[config.mk]
export PLATFORM = sky130hd
export DESIGN_NAME = mac_frame_tx_rx_engine
export DESIGN_NICKNAME = d
export VERILOG_FILES = /design/src/verilog/mac_frame_pkg.sv /design/src/verilog/mac_frame_tx_rx_engine.sv
export VERILOG_INCLUDE_DIRS = /design/src /design/src/verilog
export SDC_FILE = /design/constraint.sdc
export NUM_CORES = 2
export LEC_CHECK = 0
export BUFFER_PORTS_ARGS = -buffer_cell sky130_fd_sc_hd__buf_2
export CORE_MARGIN = 2
export CORE_UTILIZATION = 64
export CTS_CLUSTER_SIZE = 14
export DETAILED_ROUTE_END_ITERATION = 10
export MAX_ROUTING_LAYER = met4
export PLACE_DENSITY = 0.8
export SLEW_MARGIN = 10
export SYNTH_ARGS = -nofsm -noshare
export SYNTH_HDL_FRONTEND = slang
export SYNTH_SLANG_ARGS = --single-unit
[constraint.sdc]
create_clock -name i_clk_sys -period 11.43 [get_ports i_clk_sys]
set_clock_uncertainty 0.1 [all_clocks]
set_input_delay 1.143 -clock i_clk_sys [delete_from_list [all_inputs] [get_ports i_clk_sys]]
set_output_delay 1.143 -clock i_clk_sys [all_outputs]
set_load 0.1 [all_outputs]
[src/verilog/mac_frame_defines.svh]
/*
 Register map, field positions, reset values and codes of the MAC frame engine.
 Assumes inclusion by bare name from the engine file.
*/
`ifndef MAC_FRAME_DEFINES_SVH
`define MAC_FRAME_DEFINES_SVH
`define A_CTRL 12'h000
`define A_STAT 12'h004
`define A_FLAG 12'h008
`define A_PIN 12'h00C
`define A_IEN 12'h010
`define A_NODE 12'h014
`define A_ACKTO 12'h018
`define A_GPIO 12'h01C
`define A_TXB 12'h800
`define A_RXB 12'hA00
`define BUF_MASK 12'hE00
`define CTRL_RST 8'h22
`define PIN_RST 8'h40
`define PIN_EN_BIT 6
`define PIN_PEND_BIT 4
`define ACKTO_RST 16'h1000
`define MAXRE_RST 4'h3
`define F_RX 0
`define F_TX 1
`define F_REJ 2
`define F_FAIL 3
`define GM_NORMAL 4'h0
`define GM_TIMING 4'h5
`define GM_TXSTR 4'hA
`define GM_RXSTR 4'hB
`define FC_ACKREQ 5
`define FC_ACK 8'h02
`define ACK_LEN 8'h05
`define ACK_LAST 7'h05
`define FCS_LEN 8'h02
`define LEN_MAX 8'h7D
`define LEN_MASK 8'h7F
`define CRC_POLY 16'h8408
`define CRC_INIT 16'h0000
`define BCAST 16'hFFFF
`endif

[src/verilog/mac_frame_pkg.sv]
/*
 Types of the MAC frame engine: sequencer states and control fields.
 Assumes nothing beyond a SystemVerilog compiler.
*/
`default_nettype none
package mac_frame_pkg;
	typedef enum logic [3:0] {S_IDLE, S_RXLEN, S_RXDATA, S_RXSTAT, S_RXCHK, S_RXDROP, S_ACKSHR, S_ACKDATA,
		S_RXFIN, S_TXPARSE, S_TXFCS, S_TXAPP, S_TXCCA, S_TXSHR, S_TXDATA, S_TXWAIT} state_e;
	typedef struct packed {
		logic rx_en;
		logic prop;
		logic filt;
		logic rej_irq;
		logic retx;
		logic bypass;
		logic auto_ack;
		logic go;
	} ctrl_s;
endpackage
`default_nettype wire

[src/verilog/mac_frame_tx_rx_engine.sv]
/*
 MAC frame engine: receive and transmit buffers, frame sequencer, flags, interrupt pin and pin functions.
 Assumes a Wishbone classic master and a modem on the same clock with byte handshakes.
*/
`include "mac_frame_defines.svh"
`default_nettype none
module mac_frame_tx_rx_engine (
	input wire logic i_clk_sys,
	input wire logic i_rst_b,
	input wire logic i_ce,
	input wire logic i_wb_cyc,
	input wire logic i_wb_stb,
	input wire logic i_wb_we,
	input wire logic [11:0] i_wb_adr,
	input wire logic [31:0] i_wb_dat,
	input wire logic [3:0] i_wb_sel,
	output logic [31:0] o_wb_dat,
	output logic o_wb_ack,
	input wire logic i_rx_sync,
	input wire logic i_rx_valid,
	input wire logic [7:0] i_rx_data,
	input wire logic [7:0] i_rx_status,
	output logic o_cca_req,
	input wire logic i_cca_done,
	input wire logic i_cca_free,
	output logic o_tx_shr,
	input wire logic i_tx_shr_done,
	output logic o_tx_valid,
	output logic [7:0] o_tx_data,
	input wire logic i_tx_ready,
	output logic o_rx_on,
	output logic o_tx_on,
	output logic o_irq_b,
	output logic [2:0] o_gpio,
	output logic [2:0] o_gpio_oe
);
	mac_frame_pkg::state_e st_ff;
	mac_frame_pkg::ctrl_s ctrl_ff;
	logic [7:0] tx_buf [0:127];
	logic [7:0] rx_buf [0:127];
	logic [7:0] flag_ff, ien_ff, gpio_ff;
	logic [15:0] node_ff, ackto_ff, crc_ff, tmr_ff, ack_crc_ff;
	logic [3:0] maxre_ff, retry_ff, gmode_ff, ev_ff;
	logic pin_en_ff, rx_full_ff, tx_empty_ff, tx_go_ff, set_full_ff;
	logic [6:0] idx_ff, nidx;
	logic [7:0] len_ff, seq_ff, last_seq_ff, nbyte, rd_val;
	logic ackreq_ff, dup_ff, last_ok_ff, typ_ok_ff;
	logic req, wr, rd, hit_tx, hit_rx, take, tx_take, pending;
	logic rx_we, tx_we;
	logic [6:0] rx_wa, tx_wa;
	logic [7:0] rx_wd, tx_wd;
	logic [15:0] dest;

	function automatic logic [15:0] crc_upd(input logic [15:0] c, input logic [7:0] d);
		logic [15:0] r;
		r = c ^ {8'h00, d};
		for (int i = 0; i < 8; i++) begin
			r = r[0] ? ((r >> 1) ^ `CRC_POLY) : (r >> 1);
		end
		return r;
	endfunction

	function automatic logic buf_hit(input logic [11:0] a, input logic [11:0] base);
		return (a & `BUF_MASK) == base;
	endfunction

	function automatic logic is_tx(input mac_frame_pkg::state_e s);
		return s inside {mac_frame_pkg::S_ACKSHR, mac_frame_pkg::S_ACKDATA, mac_frame_pkg::S_TXPARSE,
			mac_frame_pkg::S_TXFCS, mac_frame_pkg::S_TXAPP, mac_frame_pkg::S_TXCCA,
			mac_frame_pkg::S_TXSHR, mac_frame_pkg::S_TXDATA};
	endfunction

	assign req = i_wb_cyc & i_wb_stb & ~o_wb_ack;
	assign wr = req & i_wb_we & i_wb_sel[0];
	assign rd = req & ~i_wb_we;
	assign hit_tx = buf_hit(i_wb_adr, `A_TXB);
	assign hit_rx = buf_hit(i_wb_adr, `A_RXB);
	assign take = o_tx_valid & i_tx_ready;
	assign tx_take = (st_ff == mac_frame_pkg::S_IDLE) & tx_go_ff;
	assign pending = |(flag_ff & ien_ff);
	assign dest = {rx_buf[5], rx_buf[4]};

	// Register read mux
	always_comb begin
		rd_val = 8'h00;
		if (i_wb_adr == `A_CTRL) begin
			rd_val = {ctrl_ff[7:1], 1'b0};
		end else if (i_wb_adr == `A_STAT) begin
			rd_val = {5'h00, st_ff != mac_frame_pkg::S_IDLE, tx_empty_ff, rx_full_ff};
		end else if (i_wb_adr == `A_FLAG) begin
			rd_val = flag_ff;
		end else if (i_wb_adr == `A_PIN) begin
			rd_val = {1'b0, pin_en_ff, 1'b0, pending, gmode_ff};
		end else if (i_wb_adr == `A_IEN) begin
			rd_val = ien_ff;
		end else if (i_wb_adr == `A_GPIO) begin
			rd_val = gpio_ff;
		end else if (hit_tx) begin
			rd_val = tx_buf[i_wb_adr[8:2]];
		end else if (hit_rx && rx_full_ff) begin
			rd_val = rx_buf[i_wb_adr[8:2]];
		end
	end

	// Bus answer, one cycle after the request
	always_ff @(posedge i_clk_sys or negedge i_rst_b) begin
		if (!i_rst_b) begin
			o_wb_ack <= 1'b0;
			o_wb_dat <= 32'h0000_0000;
		end else if (i_ce) begin
			o_wb_ack <= req;
			if (rd) begin
				if (i_wb_adr == `A_NODE) begin
					o_wb_dat <= {16'h0000, node_ff};
				end else if (i_wb_adr == `A_ACKTO) begin
					o_wb_dat <= {12'h000, maxre_ff, ackto_ff};
				end else begin
					o_wb_dat <= {24'h00_0000, rd_val};
				end
			end
		end
	end

	// Configuration registers
	always_ff @(posedge i_clk_sys or negedge i_rst_b) begin
		if (!i_rst_b) begin
			ctrl_ff <= `CTRL_RST;
			ien_ff <= 8'h00;
			gpio_ff <= 8'h00;
			pin_en_ff <= 1'(`PIN_RST >> `PIN_EN_BIT);
			gmode_ff <= `GM_NORMAL;
			node_ff <= 16'h0000;
			ackto_ff <= `ACKTO_RST;
			maxre_ff <= `MAXRE_RST;
		end else if (i_ce && req && i_wb_we) begin
			if (i_wb_sel[0]) begin
				if (i_wb_adr == `A_CTRL) begin
					ctrl_ff <= {i_wb_dat[7:1], 1'b0};
				end else if (i_wb_adr == `A_IEN) begin
					ien_ff <= i_wb_dat[7:0];
				end else if (i_wb_adr == `A_GPIO) begin
					gpio_ff <= i_wb_dat[7:0];
				end else if (i_wb_adr == `A_PIN) begin
					pin_en_ff <= i_wb_dat[`PIN_EN_BIT];
					gmode_ff <= i_wb_dat[3:0];
				end else if (i_wb_adr == `A_NODE) begin
					node_ff[7:0] <= i_wb_dat[7:0];
				end else if (i_wb_adr == `A_ACKTO) begin
					ackto_ff[7:0] <= i_wb_dat[7:0];
				end
			end
			if (i_wb_sel[1] && i_wb_adr == `A_NODE) begin
				node_ff[15:8] <= i_wb_dat[15:8];
			end
			if (i_wb_sel[1] && i_wb_adr == `A_ACKTO) begin
				ackto_ff[15:8] <= i_wb_dat[15:8];
			end
			if (i_wb_sel[2] && i_wb_adr == `A_ACKTO) begin
				maxre_ff <= i_wb_dat[19:16];
			end
		end
	end

	// Transmit trigger, set wins over take
	always_ff @(posedge i_clk_sys or negedge i_rst_b) begin
		if (!i_rst_b) begin
			tx_go_ff <= 1'b0;
		end else if (i_ce) begin
			tx_go_ff <= (tx_go_ff & ~tx_take) | (wr & (i_wb_adr == `A_CTRL) & i_wb_dat[0]);
		end
	end

	// Interrupt flags: clear on read, host may set, hardware set wins
	always_ff @(posedge i_clk_sys or negedge i_rst_b) begin
		if (!i_rst_b) begin
			flag_ff <= 8'h00;
		end else if (i_ce) begin
			flag_ff <= (flag_ff & ~{8{rd && i_wb_adr == `A_FLAG}})
				| ((wr && i_wb_adr == `A_FLAG) ? i_wb_dat[7:0] : 8'h00)
				| {4'h0, ev_ff};
		end
	end

	// Receive lock and transmit empty status
	always_ff @(posedge i_clk_sys or negedge i_rst_b) begin
		if (!i_rst_b) begin
			rx_full_ff <= 1'b0;
			tx_empty_ff <= 1'b1;
		end else if (i_ce) begin
			if (set_full_ff) begin
				rx_full_ff <= 1'b1;
			end else if (wr && i_wb_adr == `A_STAT && !i_wb_dat[0]) begin
				rx_full_ff <= 1'b0;
			end
			if (ev_ff[`F_TX]) begin
				tx_empty_ff <= 1'b1;
			end else if (wr && hit_tx) begin
				tx_empty_ff <= 1'b0;
			end
		end
	end

	// Engine writes into the buffers
	always_comb begin
		rx_we = 1'b0;
		rx_wa = idx_ff;
		rx_wd = i_rx_data;
		tx_we = 1'b0;
		tx_wa = 7'h00;
		tx_wd = 8'h00;
		case (st_ff)
			mac_frame_pkg::S_RXLEN: rx_we = i_rx_valid;
			mac_frame_pkg::S_RXDATA: rx_we = i_rx_valid;
			mac_frame_pkg::S_RXSTAT: begin
				rx_we = len_ff != `LEN_MASK;
				rx_wd = i_rx_status;
			end
			mac_frame_pkg::S_TXAPP: begin
				tx_we = 1'b1;
				tx_wa = (idx_ff == 7'h00) ? 7'(len_ff + 8'h01) : (idx_ff == 7'h01) ? 7'(len_ff + 8'h02) : 7'h00;
				tx_wd = (idx_ff == 7'h00) ? crc_ff[7:0] : (idx_ff == 7'h01) ? crc_ff[15:8] : 8'(len_ff + `FCS_LEN);
			end
			default: ;
		endcase
	end

	// Buffer storage
	always_ff @(posedge i_clk_sys) begin
		if (i_ce) begin
			if (rx_we) begin
				rx_buf[rx_wa] <= rx_wd;
			end else if (wr && hit_rx && rx_full_ff) begin
				rx_buf[i_wb_adr[8:2]] <= i_wb_dat[7:0];
			end
			if (tx_we) begin
				tx_buf[tx_wa] <= tx_wd;
			end else if (wr && hit_tx) begin
				tx_buf[i_wb_adr[8:2]] <= i_wb_dat[7:0];
			end
		end
	end

	// Next byte to the modulator
	always_comb begin
		nidx = idx_ff + (take ? 7'h01 : 7'h00);
		nbyte = tx_buf[nidx];
		if (st_ff == mac_frame_pkg::S_ACKSHR || st_ff == mac_frame_pkg::S_ACKDATA) begin
			case (nidx[2:0])
				3'h0: nbyte = `ACK_LEN;
				3'h1: nbyte = `FC_ACK;
				3'h2: nbyte = 8'h00;
				3'h3: nbyte = seq_ff;
				3'h4: nbyte = ack_crc_ff[7:0];
				default: nbyte = ack_crc_ff[15:8];
			endcase
		end
	end

	// Frame sequencer; one state machine keeps the two paths exclusive
	always_ff @(posedge i_clk_sys or negedge i_rst_b) begin
		if (!i_rst_b) begin
			st_ff <= mac_frame_pkg::S_IDLE;
			idx_ff <= 7'h00;
			len_ff <= 8'h00;
			crc_ff <= `CRC_INIT;
			ack_crc_ff <= `CRC_INIT;
			tmr_ff <= 16'h0000;
			retry_ff <= 4'h0;
			seq_ff <= 8'h00;
			last_seq_ff <= 8'h00;
			last_ok_ff <= 1'b0;
			ackreq_ff <= 1'b0;
			dup_ff <= 1'b0;
			typ_ok_ff <= 1'b0;
			ev_ff <= 4'h0;
			set_full_ff <= 1'b0;
			o_cca_req <= 1'b0;
			o_tx_shr <= 1'b0;
			o_tx_valid <= 1'b0;
			o_tx_data <= 8'h00;
		end else if (i_ce) begin
			ev_ff <= 4'h0;
			set_full_ff <= 1'b0;
			case (st_ff)
				mac_frame_pkg::S_IDLE: begin
					idx_ff <= 7'h00;
					if (tx_go_ff) begin
						st_ff <= mac_frame_pkg::S_TXPARSE;
					end else if (i_rx_sync && ctrl_ff.rx_en) begin
						st_ff <= rx_full_ff ? mac_frame_pkg::S_RXDROP : mac_frame_pkg::S_RXLEN;
					end
				end
				mac_frame_pkg::S_RXDROP: begin
					if (i_rx_valid) begin
						if (idx_ff == 7'h00) begin
							len_ff <= i_rx_data & `LEN_MASK;
							idx_ff <= 7'h01;
							if ((i_rx_data & `LEN_MASK) == 8'h00) begin
								st_ff <= mac_frame_pkg::S_IDLE;
							end
						end else begin
							idx_ff <= idx_ff + 7'h01;
							if ({1'b0, idx_ff} >= len_ff) begin
								st_ff <= mac_frame_pkg::S_IDLE;
							end
						end
					end
				end
				mac_frame_pkg::S_RXLEN: begin
					if (i_rx_valid) begin
						len_ff <= i_rx_data & `LEN_MASK;
						idx_ff <= 7'h01;
						crc_ff <= `CRC_INIT;
						st_ff <= ((i_rx_data & `LEN_MASK) == 8'h00) ? mac_frame_pkg::S_RXSTAT : mac_frame_pkg::S_RXDATA;
					end
				end
				mac_frame_pkg::S_RXDATA: begin
					if (i_rx_valid) begin
						crc_ff <= crc_upd(crc_ff, i_rx_data);
						idx_ff <= idx_ff + 7'h01;
						if ({1'b0, idx_ff} == len_ff) begin
							st_ff <= mac_frame_pkg::S_RXSTAT;
						end
					end
				end
				mac_frame_pkg::S_RXSTAT: st_ff <= mac_frame_pkg::S_RXCHK;
				mac_frame_pkg::S_RXCHK: begin
					if (crc_ff != `CRC_INIT || (ctrl_ff.filt && !ctrl_ff.prop && dest != node_ff && dest != `BCAST)) begin
						ev_ff[`F_REJ] <= ctrl_ff.rej_irq;
						st_ff <= mac_frame_pkg::S_IDLE;
					end else begin
						seq_ff <= rx_buf[3];
						dup_ff <= last_ok_ff && (last_seq_ff == rx_buf[3]);
						last_seq_ff <= rx_buf[3];
						last_ok_ff <= 1'b1;
						ack_crc_ff <= crc_upd(crc_upd(crc_upd(`CRC_INIT, `FC_ACK), 8'h00), rx_buf[3]);
						idx_ff <= 7'h00;
						if (rx_buf[1][`FC_ACKREQ] && ctrl_ff.auto_ack) begin
							st_ff <= mac_frame_pkg::S_ACKSHR;
						end else begin
							st_ff <= mac_frame_pkg::S_RXFIN;
						end
					end
				end
				mac_frame_pkg::S_ACKSHR, mac_frame_pkg::S_TXSHR: begin
					if (!o_tx_shr) begin
						o_tx_shr <= 1'b1;
					end else if (i_tx_shr_done) begin
						o_tx_shr <= 1'b0;
						o_tx_valid <= 1'b1;
						o_tx_data <= nbyte;
						st_ff <= (st_ff == mac_frame_pkg::S_ACKSHR) ? mac_frame_pkg::S_ACKDATA : mac_frame_pkg::S_TXDATA;
					end
				end
				mac_frame_pkg::S_ACKDATA: begin
					if (take) begin
						idx_ff <= nidx;
						o_tx_data <= nbyte;
						if (idx_ff == `ACK_LAST) begin
							o_tx_valid <= 1'b0;
							st_ff <= mac_frame_pkg::S_RXFIN;
						end
					end
				end
				mac_frame_pkg::S_RXFIN: begin
					set_full_ff <= !dup_ff;
					st_ff <= mac_frame_pkg::S_IDLE;
				end
				mac_frame_pkg::S_TXPARSE: begin
					len_ff <= tx_buf[0];
					ackreq_ff <= tx_buf[1][`FC_ACKREQ];
					seq_ff <= tx_buf[3];
					retry_ff <= 4'h0;
					idx_ff <= 7'h01;
					crc_ff <= `CRC_INIT;
					if (tx_buf[0] > `LEN_MAX) begin
						ev_ff[`F_FAIL] <= 1'b1;
						st_ff <= mac_frame_pkg::S_IDLE;
					end else begin
						st_ff <= mac_frame_pkg::S_TXFCS;
					end
				end
				mac_frame_pkg::S_TXFCS: begin
					if ({1'b0, idx_ff} > len_ff) begin
						idx_ff <= 7'h00;
						st_ff <= mac_frame_pkg::S_TXAPP;
					end else begin
						crc_ff <= crc_upd(crc_ff, tx_buf[idx_ff]);
						idx_ff <= idx_ff + 7'h01;
					end
				end
				mac_frame_pkg::S_TXAPP: begin
					idx_ff <= idx_ff + 7'h01;
					if (idx_ff == 7'h02) begin
						len_ff <= len_ff + `FCS_LEN;
						st_ff <= mac_frame_pkg::S_TXCCA;
					end
				end
				mac_frame_pkg::S_TXCCA: begin
					idx_ff <= 7'h00;
					if (ctrl_ff.bypass) begin
						st_ff <= mac_frame_pkg::S_TXSHR;
					end else if (!o_cca_req) begin
						o_cca_req <= 1'b1;
					end else if (i_cca_done) begin
						o_cca_req <= 1'b0;
						if (i_cca_free) begin
							st_ff <= mac_frame_pkg::S_TXSHR;
						end else begin
							ev_ff[`F_FAIL] <= 1'b1;
							st_ff <= mac_frame_pkg::S_IDLE;
						end
					end
				end
				mac_frame_pkg::S_TXDATA: begin
					if (take) begin
						idx_ff <= nidx;
						o_tx_data <= nbyte;
						if ({1'b0, idx_ff} == len_ff) begin
							o_tx_valid <= 1'b0;
							idx_ff <= 7'h00;
							tmr_ff <= 16'h0000;
							typ_ok_ff <= 1'b0;
							if (ackreq_ff) begin
								st_ff <= mac_frame_pkg::S_TXWAIT;
							end else begin
								ev_ff[`F_TX] <= 1'b1;
								st_ff <= mac_frame_pkg::S_IDLE;
							end
						end
					end
				end
				mac_frame_pkg::S_TXWAIT: begin
					tmr_ff <= tmr_ff + 16'h0001;
					if (i_rx_sync) begin
						idx_ff <= 7'h00;
					end else if (i_rx_valid) begin
						idx_ff <= idx_ff + 7'h01;
						if (idx_ff == 7'h01) begin
							typ_ok_ff <= i_rx_data[2:0] == `FC_ACK;
						end
					end
					if (i_rx_valid && !i_rx_sync && idx_ff == 7'h03 && typ_ok_ff && i_rx_data == seq_ff) begin
						ev_ff[`F_TX] <= 1'b1;
						st_ff <= mac_frame_pkg::S_IDLE;
					end else if (tmr_ff >= ackto_ff) begin
						if (ctrl_ff.retx && retry_ff < maxre_ff) begin
							retry_ff <= retry_ff + 4'h1;
							st_ff <= mac_frame_pkg::S_TXCCA;
						end else begin
							ev_ff[`F_FAIL] <= 1'b1;
							st_ff <= mac_frame_pkg::S_IDLE;
						end
					end
				end
				default: st_ff <= mac_frame_pkg::S_IDLE;
			endcase
			if (set_full_ff) begin
				ev_ff[`F_RX] <= 1'b1;
			end
		end
	end

	// Path indications, interrupt pin and pin functions
	always_ff @(posedge i_clk_sys or negedge i_rst_b) begin
		if (!i_rst_b) begin
			o_rx_on <= 1'b0;
			o_tx_on <= 1'b0;
			o_irq_b <= 1'b1;
			o_gpio <= 3'h0;
			o_gpio_oe <= 3'h0;
		end else if (i_ce) begin
			o_tx_on <= is_tx(st_ff);
			o_rx_on <= !is_tx(st_ff) && st_ff != mac_frame_pkg::S_IDLE;
			o_irq_b <= !(pin_en_ff && pending);
			o_gpio_oe <= 3'h7;
			case (gmode_ff)
				`GM_NORMAL: begin
					o_gpio <= gpio_ff[2:0];
					o_gpio_oe <= ~gpio_ff[6:4];
				end
				`GM_TIMING: begin
					o_gpio <= {gpio_ff[2], st_ff == mac_frame_pkg::S_IDLE && i_rx_sync && ctrl_ff.rx_en,
						o_tx_shr && i_tx_shr_done};
					o_gpio_oe <= {~gpio_ff[6], 2'h3};
				end
				`GM_RXSTR: o_gpio <= {rx_we, rd && hit_rx, rx_full_ff};
				`GM_TXSTR: o_gpio <= {take, wr && hit_tx, tx_empty_ff};
				4'h1, 4'h2, 4'h3, 4'h4: o_gpio <= st_ff[2:0];
				default: begin
					o_gpio <= 3'h0;
					o_gpio_oe <= 3'h0;
				end
			endcase
		end
	end
endmodule
`default_nettype wire

Word-level counts from Yosys, hierarchy flattened --
Memories as Yosys holds them, arrays and structs flattened. A register that Yosys moved wholly into a read port is not among the register bits. Index checks and enable logic that the tools add are counted.
Storage, ports and cells: memories 2, flip-flop bits (word level) 223, output and inout bits 53, bits in writable memories 2048, logic and storage cells 451
Memories:
- rx_buf | depth 128, width 8, rd ports 5, clocked after Yosys merged registers in 0, wr ports 1, line mac_frame_tx_rx_engine.sv:40 | logic [7:0] rx_buf [0:127];
- tx_buf | depth 128, width 8, rd ports 6, clocked after Yosys merged registers in 1, wr ports 1, line mac_frame_tx_rx_engine.sv:39 | logic [7:0] tx_buf [0:127];
Operators by class: eq/ne operators 74, mux-type cells 171, reductions and logical operators 93, $lt $le $gt $ge 5, add/subtract/negate cells 6, bitwise gates (word level) 55
Operators with widths (count):
- $mux W16 | 29
- $mux W8 | 24
- $mux W4 | 32
- $mux W7 | 15
- $pmux W7 S11 | 1
- $not A2 Y3 | 23
- $pmux W16 S4 | 1
- $pmux W4 S15 | 1
- $mux W1 | 52
- $eq A12 B5 Y1 const B | 4
- $eq A4 B4 Y1 const B | 10
- $mux W20 | 2
- $ne A2 B2 Y1 const B | 20
- $pmux W8 S5 | 1
- $pmux W16 S2 | 1
- $pmux W8 S2 | 2
- $pmux W8 S4 | 1
- $xor A16 B8 Y16 | 2
- $logic_and A1 B1 Y1 | 30
- $eq A12 B4 Y1 const B | 2
- $eq A4 B3 Y1 const B | 6
- $reduce_or A8 Y1 | 3
- $reduce_and A7 Y1 | 3
- $reduce_and A5 Y1 | 4
- 65 further kinds | 135

Longest topological paths before layout --
An unclocked memory read counts as a cell.
depth in word-level cells 20, gate-level depth with buffers 21

Worst setup path before layout --
No wires, ideal clock.
path kind register to register, from register idx_ff[0], to memory tx_buf[0][0] (data pin), path slack 2.370 ns, setup time 1.197 ns, stages on the path, launching flop included 16, clock period less this slack 9.060 ns, data required time 10.133 ns, arrival 7.763 ns, cell sequence dfrtp_1 buf_6 buf_12 buf_12 buf_6 buf_6 buf_4 buf_6 buf_4 inv_1 ha_1 and3_1 clkbuf_1 buf_1 a21oi_1 o21ai_0
On the way: word-level cells in the longest chain between the ends 5, elaborated cells on any way between the ends 6
RTL lines:
- start: declaration | line mac_frame_tx_rx_engine.sv:45 | logic [6:0] idx_ff, nidx;
- start signal: assignment | line mac_frame_tx_rx_engine.sv:302 | idx_ff <= idx_ff + 7'h01;
- start signal: assignment | line mac_frame_tx_rx_engine.sv:320 | idx_ff <= idx_ff + 7'h01;
- start signal: assignment | line mac_frame_tx_rx_engine.sv:357 | idx_ff <= nidx;
- $eq A7 B1 Y1 | line mac_frame_tx_rx_engine.sv:221 | tx_wd = (idx_ff == 7'h00) ? crc_ff[7:0] : (idx_ff == 7'h01) ? crc_ff[15:8] : 8'(len_ff + `FCS_LEN);
- $mux W8 | line mac_frame_tx_rx_engine.sv:221
- $mux W8 * | line mac_frame_tx_rx_engine.sv:221
- $mux W8 * | line mac_frame_tx_rx_engine.sv:211 | case (st_ff)
- $mux W8 (no line) *
- end: declaration | line mac_frame_tx_rx_engine.sv:39
Mark *: on every way between the ends. The rest lies on a longest branch, timed or not.

Final worst setup path --
from register idx_ff[6], to memory tx_buf[110][6], enable pin
On the way: word-level cells in the longest chain between the ends 5, elaborated cells on any way between the ends 6
RTL lines:
- $eq A7 B1 Y1 | line mac_frame_tx_rx_engine.sv:220 | tx_wa = (idx_ff == 7'h00) ? 7'(len_ff + 8'h01) : (idx_ff == 7'h01) ? 7'(len_ff + 8'h02) : 7'h00;
- $mux W7 | line mac_frame_tx_rx_engine.sv:220
- $mux W7 * | line mac_frame_tx_rx_engine.sv:220
- $mux W7 * | line mac_frame_tx_rx_engine.sv:211
- $mux W7 (no line) *
Marks and branches as above.

==> results.cfg <==
[die]
core_mm2 = 0.169
die_w_um = 417
dieArea_mm2 = 0.174
fp-row-count = 151
io_pins = 129
initial_core_util_pct = 64.5
die_h_um = 417

[worst_hold_path]
hold_class = primary input to asynchronous set/reset pin

[critical_path]
crit_top_cell = o21ai_0
crit_chain = buf_4, nor3_1, and3_1, o21ai_0, o21ai_0, nor2b_1, nand2_1, nor2_1
ff2ff_setup_slack_ns = 4.87
worstPathMaxFanout = 24
worstSetupEndpointType = register
criticalPathCategory = register to register
max_stage_delay_ns = 1.15
start_kind = register
crit_buf_inv = 1
crit_family = simple AND/OR/NAND/NOR gates
arrival_ns = 6.93
cp.required_ns = 11.79
cp_slowest_cell = nor2b_1

[run_status]
run_status = complete, no violations

[synthesis]
ys_types = 83
syn_area_mm2 = 0.109
synth-compound-area-share_pct = 4.48
synth-simple-area-share_pct = 4.02
synth.avg_cell_area_um2 = 17.9
synthAdderAreaFrac_pct = 0.413
synth_edf_count = 2048
async_reset_ff_share_pct = 9.22
yosysWarnings = 0
synth_seq_cells = 2256
synthMuxAreaShare_pct = 26.6
postSynth.topFlopCell = edfxtp_1
synth-xor-area-share_pct = 0.959
synth_top_family_by_area = multiplexers
ys_seq_area_share_pct = 61.1
synthCells = 6108

[grt]
grt_overflow = 0
globalRouteTotalUtil_pct = 41.9
antenna_found_initial = 24
grt_max_degree = 129
grt_first_pass_wirelength_mm = 497
grt_pass1_vias = 67900

[placed_design]
port_buffers = 103
gp_congestion = 1.01
dpl.hpwl_mm = 206
post_dp_cell_area_mm2 = 0.112

[clock_network]
post_cts_buffers = 0
cts_inserted_buffers = 214
cts_tree = done
clkLatencyLatePin_ns = 0.91
cts_root_buf = clkbuf_16
clk_path_buf_depth = 3
cts_sinks = 2256
clk_pin_slew_ns = 0.06
htree_levels = 4
cts_hold_buf = 0
cts-resized-gates = 0

[layout]
nets = 6236
fin_util_pct = 70.3
fillers = 9776
multiInputGateArea_mm2 = 0.0402
regArea_mm2 = 0.0667
layout-drive-gt1-share_pct = 29.8
areaGrowthSynthToFinish_pct = 9.02
postLayoutCellArea_mm2 = 0.119

[sta]
worst_pin_slew_ns = 1.45
fin_crit_ns = 6.56
setup_viol = 0
drv_slew = 0
fmax_mhz = 152
finalSetupTns_ns = 0
period_share_pct = 57.4
grt_setup_unrepaired = false
max_slew_margin_pct = 3.37
hold_violations = 0

[routing]
wire_per_inst_um = 41.3
firstDrtPassIters = 9
ant_nets = 0
remaining_drc_errors = 0
wl_mm = 353
viasPerCell = 8.13
first_iter_violations = 13600
num_vias = 69500

[power_and_ir_drop]
cellLeakagePower_nw = 37.0
power_density_mw_per_mm2 = 193
ir_drop_mv = 0.258

[job]
cap_violations = 0
kinds of logic (layout without fill, tap and decap cells):
logic type	after synthesis	in the layout
adder cells (fa/ha/maj)	36	36
multiplexers	1427	1427
XOR/XNOR	112	112
flip-flops	2256	2256
AND/OR/NAND/NOR	1008	1008
buffers and inverters	536	714
other	1	46
AO/OA/AOI/OAI	732	732
synthesized netlist by cell type, drive strengths merged, types with 9 or more instances:
master  number  share of area, %
a211o       15              0.12
a211oi      64              0.44
a21o        16              0.11
a21oi      142              0.65
a221oi      25              0.20
a22o        45              0.36
a22oi       56              0.39
a31oi       23              0.13
and2        10             0.057
and3        15             0.086
buf        259               1.4
clkbuf     214              0.74
dfrtp      200               4.6
edfxtp    2048                56
ha          36              0.41
inv         60              0.21
mux2        84              0.87
mux2i      176               1.6
mux4      1167                24
nand2      294               1.0
nand2b      17             0.097
nand3       62              0.28
nand4       36              0.21
nor2       446               1.5
nor2b       27              0.15
nor3        32              0.15
nor4        17              0.10
o211ai      22              0.16
o21a        11             0.076
o21ai      173              0.79
o221ai      32              0.26
o22ai       44              0.25
o31ai        9             0.062
or2         20              0.11
or3          9             0.052
xnor2       57              0.49
xor2        53              0.43
final cells by class:
| cell class | count | share of cell area, % |
|---|---|---|
| flip-flops and latches | 2256 | 56.1 |
| well taps | 2218 | 2.33 |
| multi-input cells | 3327 | 33.8 |
| inverters | 62 | 0.202 |
| repair buffers | 263 | 1.59 |
| clock buffers | 279 | 4.83 |
| diodes | 34 | 0.0715 |
| clock inverters | 110 | 1.10 |
cell usage in the layout (no fill, tap or decap), types with 15 or more instances in the layout:
cell type  count
a21o_1        16
edfxtp_1    2048
buf_4        149
nor3_1        31
o221ai_1      32
a211oi_1      63
a31oi_1       23
o22ai_1       44
mux2i_1      176
clkbuf_16    217
a22oi_1       56
or2_2         20
nor2b_1       25
nand2b_1      17
buf_2         98
nor2_1       442
bufinv_16     23
clkinv_1      46
clkinv_2      26
nand4_1       36
a211o_1       15
mux2_2        84
a22o_1        45
nand3_1       62
diode_2       34
nor4_1        16
ha_1          34
xor2_1        50
and3_1        15
dfrtp_1      195
o211ai_1      21
nand2_1      293
clkbuf_1      49
mux4_1        17
a21oi_1      134
mux4_2      1149
o21ai_0      158
inv_1         58
xnor2_1       50
a221oi_1      25
layer usage:
layer  GRT usage (%)  part of all wire (%)  up-vias
met1            52.7                    31    34900
met5               -                     0        -
li1                -                     -    25600
met3            15.4                    16     1660
met2            59.8                    45     7394
met4            23.0                   7.3        0
through the flow:
stage / power, mW / setup WS (ns) / cells / hold WS (ns)
final: 23.0 / 4.87 / 8549 / 0.0795
after global routing: 23.4 / 4.96 / 8542 / 0.116
after CTS: 22.7 / 5.26 / 8515 / 0.0999
after detailed placement: 15.6 / 4.86 / 8126 / 0.363
after global placement: 15.5 / 4.92 / 8126 / 0.351
after floorplan: 13.9 / 2.37 / 6119 / 0.334
path summary, 6_finish.rpt:
path | start | depth (start not counted) | end
min in group i_clk_sys | i_wb_dat[16] | 2 | maxre_ff[0]
max reg2reg | idx_ff[6] | 8 | tx_buf[110][6]
min reg2reg | o_wb_dat[17] | 2 | o_wb_dat[17]
min | i_rst_b | 1 | crc_ff[7]
max in group asynchronous | i_rst_b | 2 | idx_ff[1]
max | idx_ff[6] | 8 | tx_buf[110][6]
power breakdown:
group	internal, mW	switching, mW
combinational	2.30	3.78
clock	4.07	3.26
sequential	9.35	0.220
total	15.7	7.27
sequential cells by signal (all words and copies together), names as in the netlist, 13 cells and up:
name / cells
o_wb_dat: 20
rx_buf: 1024
node_ff: 16
tmr_ff: 16
ackto_ff: 16
ack_crc_ff: 13
crc_ff: 16
tx_buf: 1024
No activity file was read; power rests on OpenSTA's default activity.
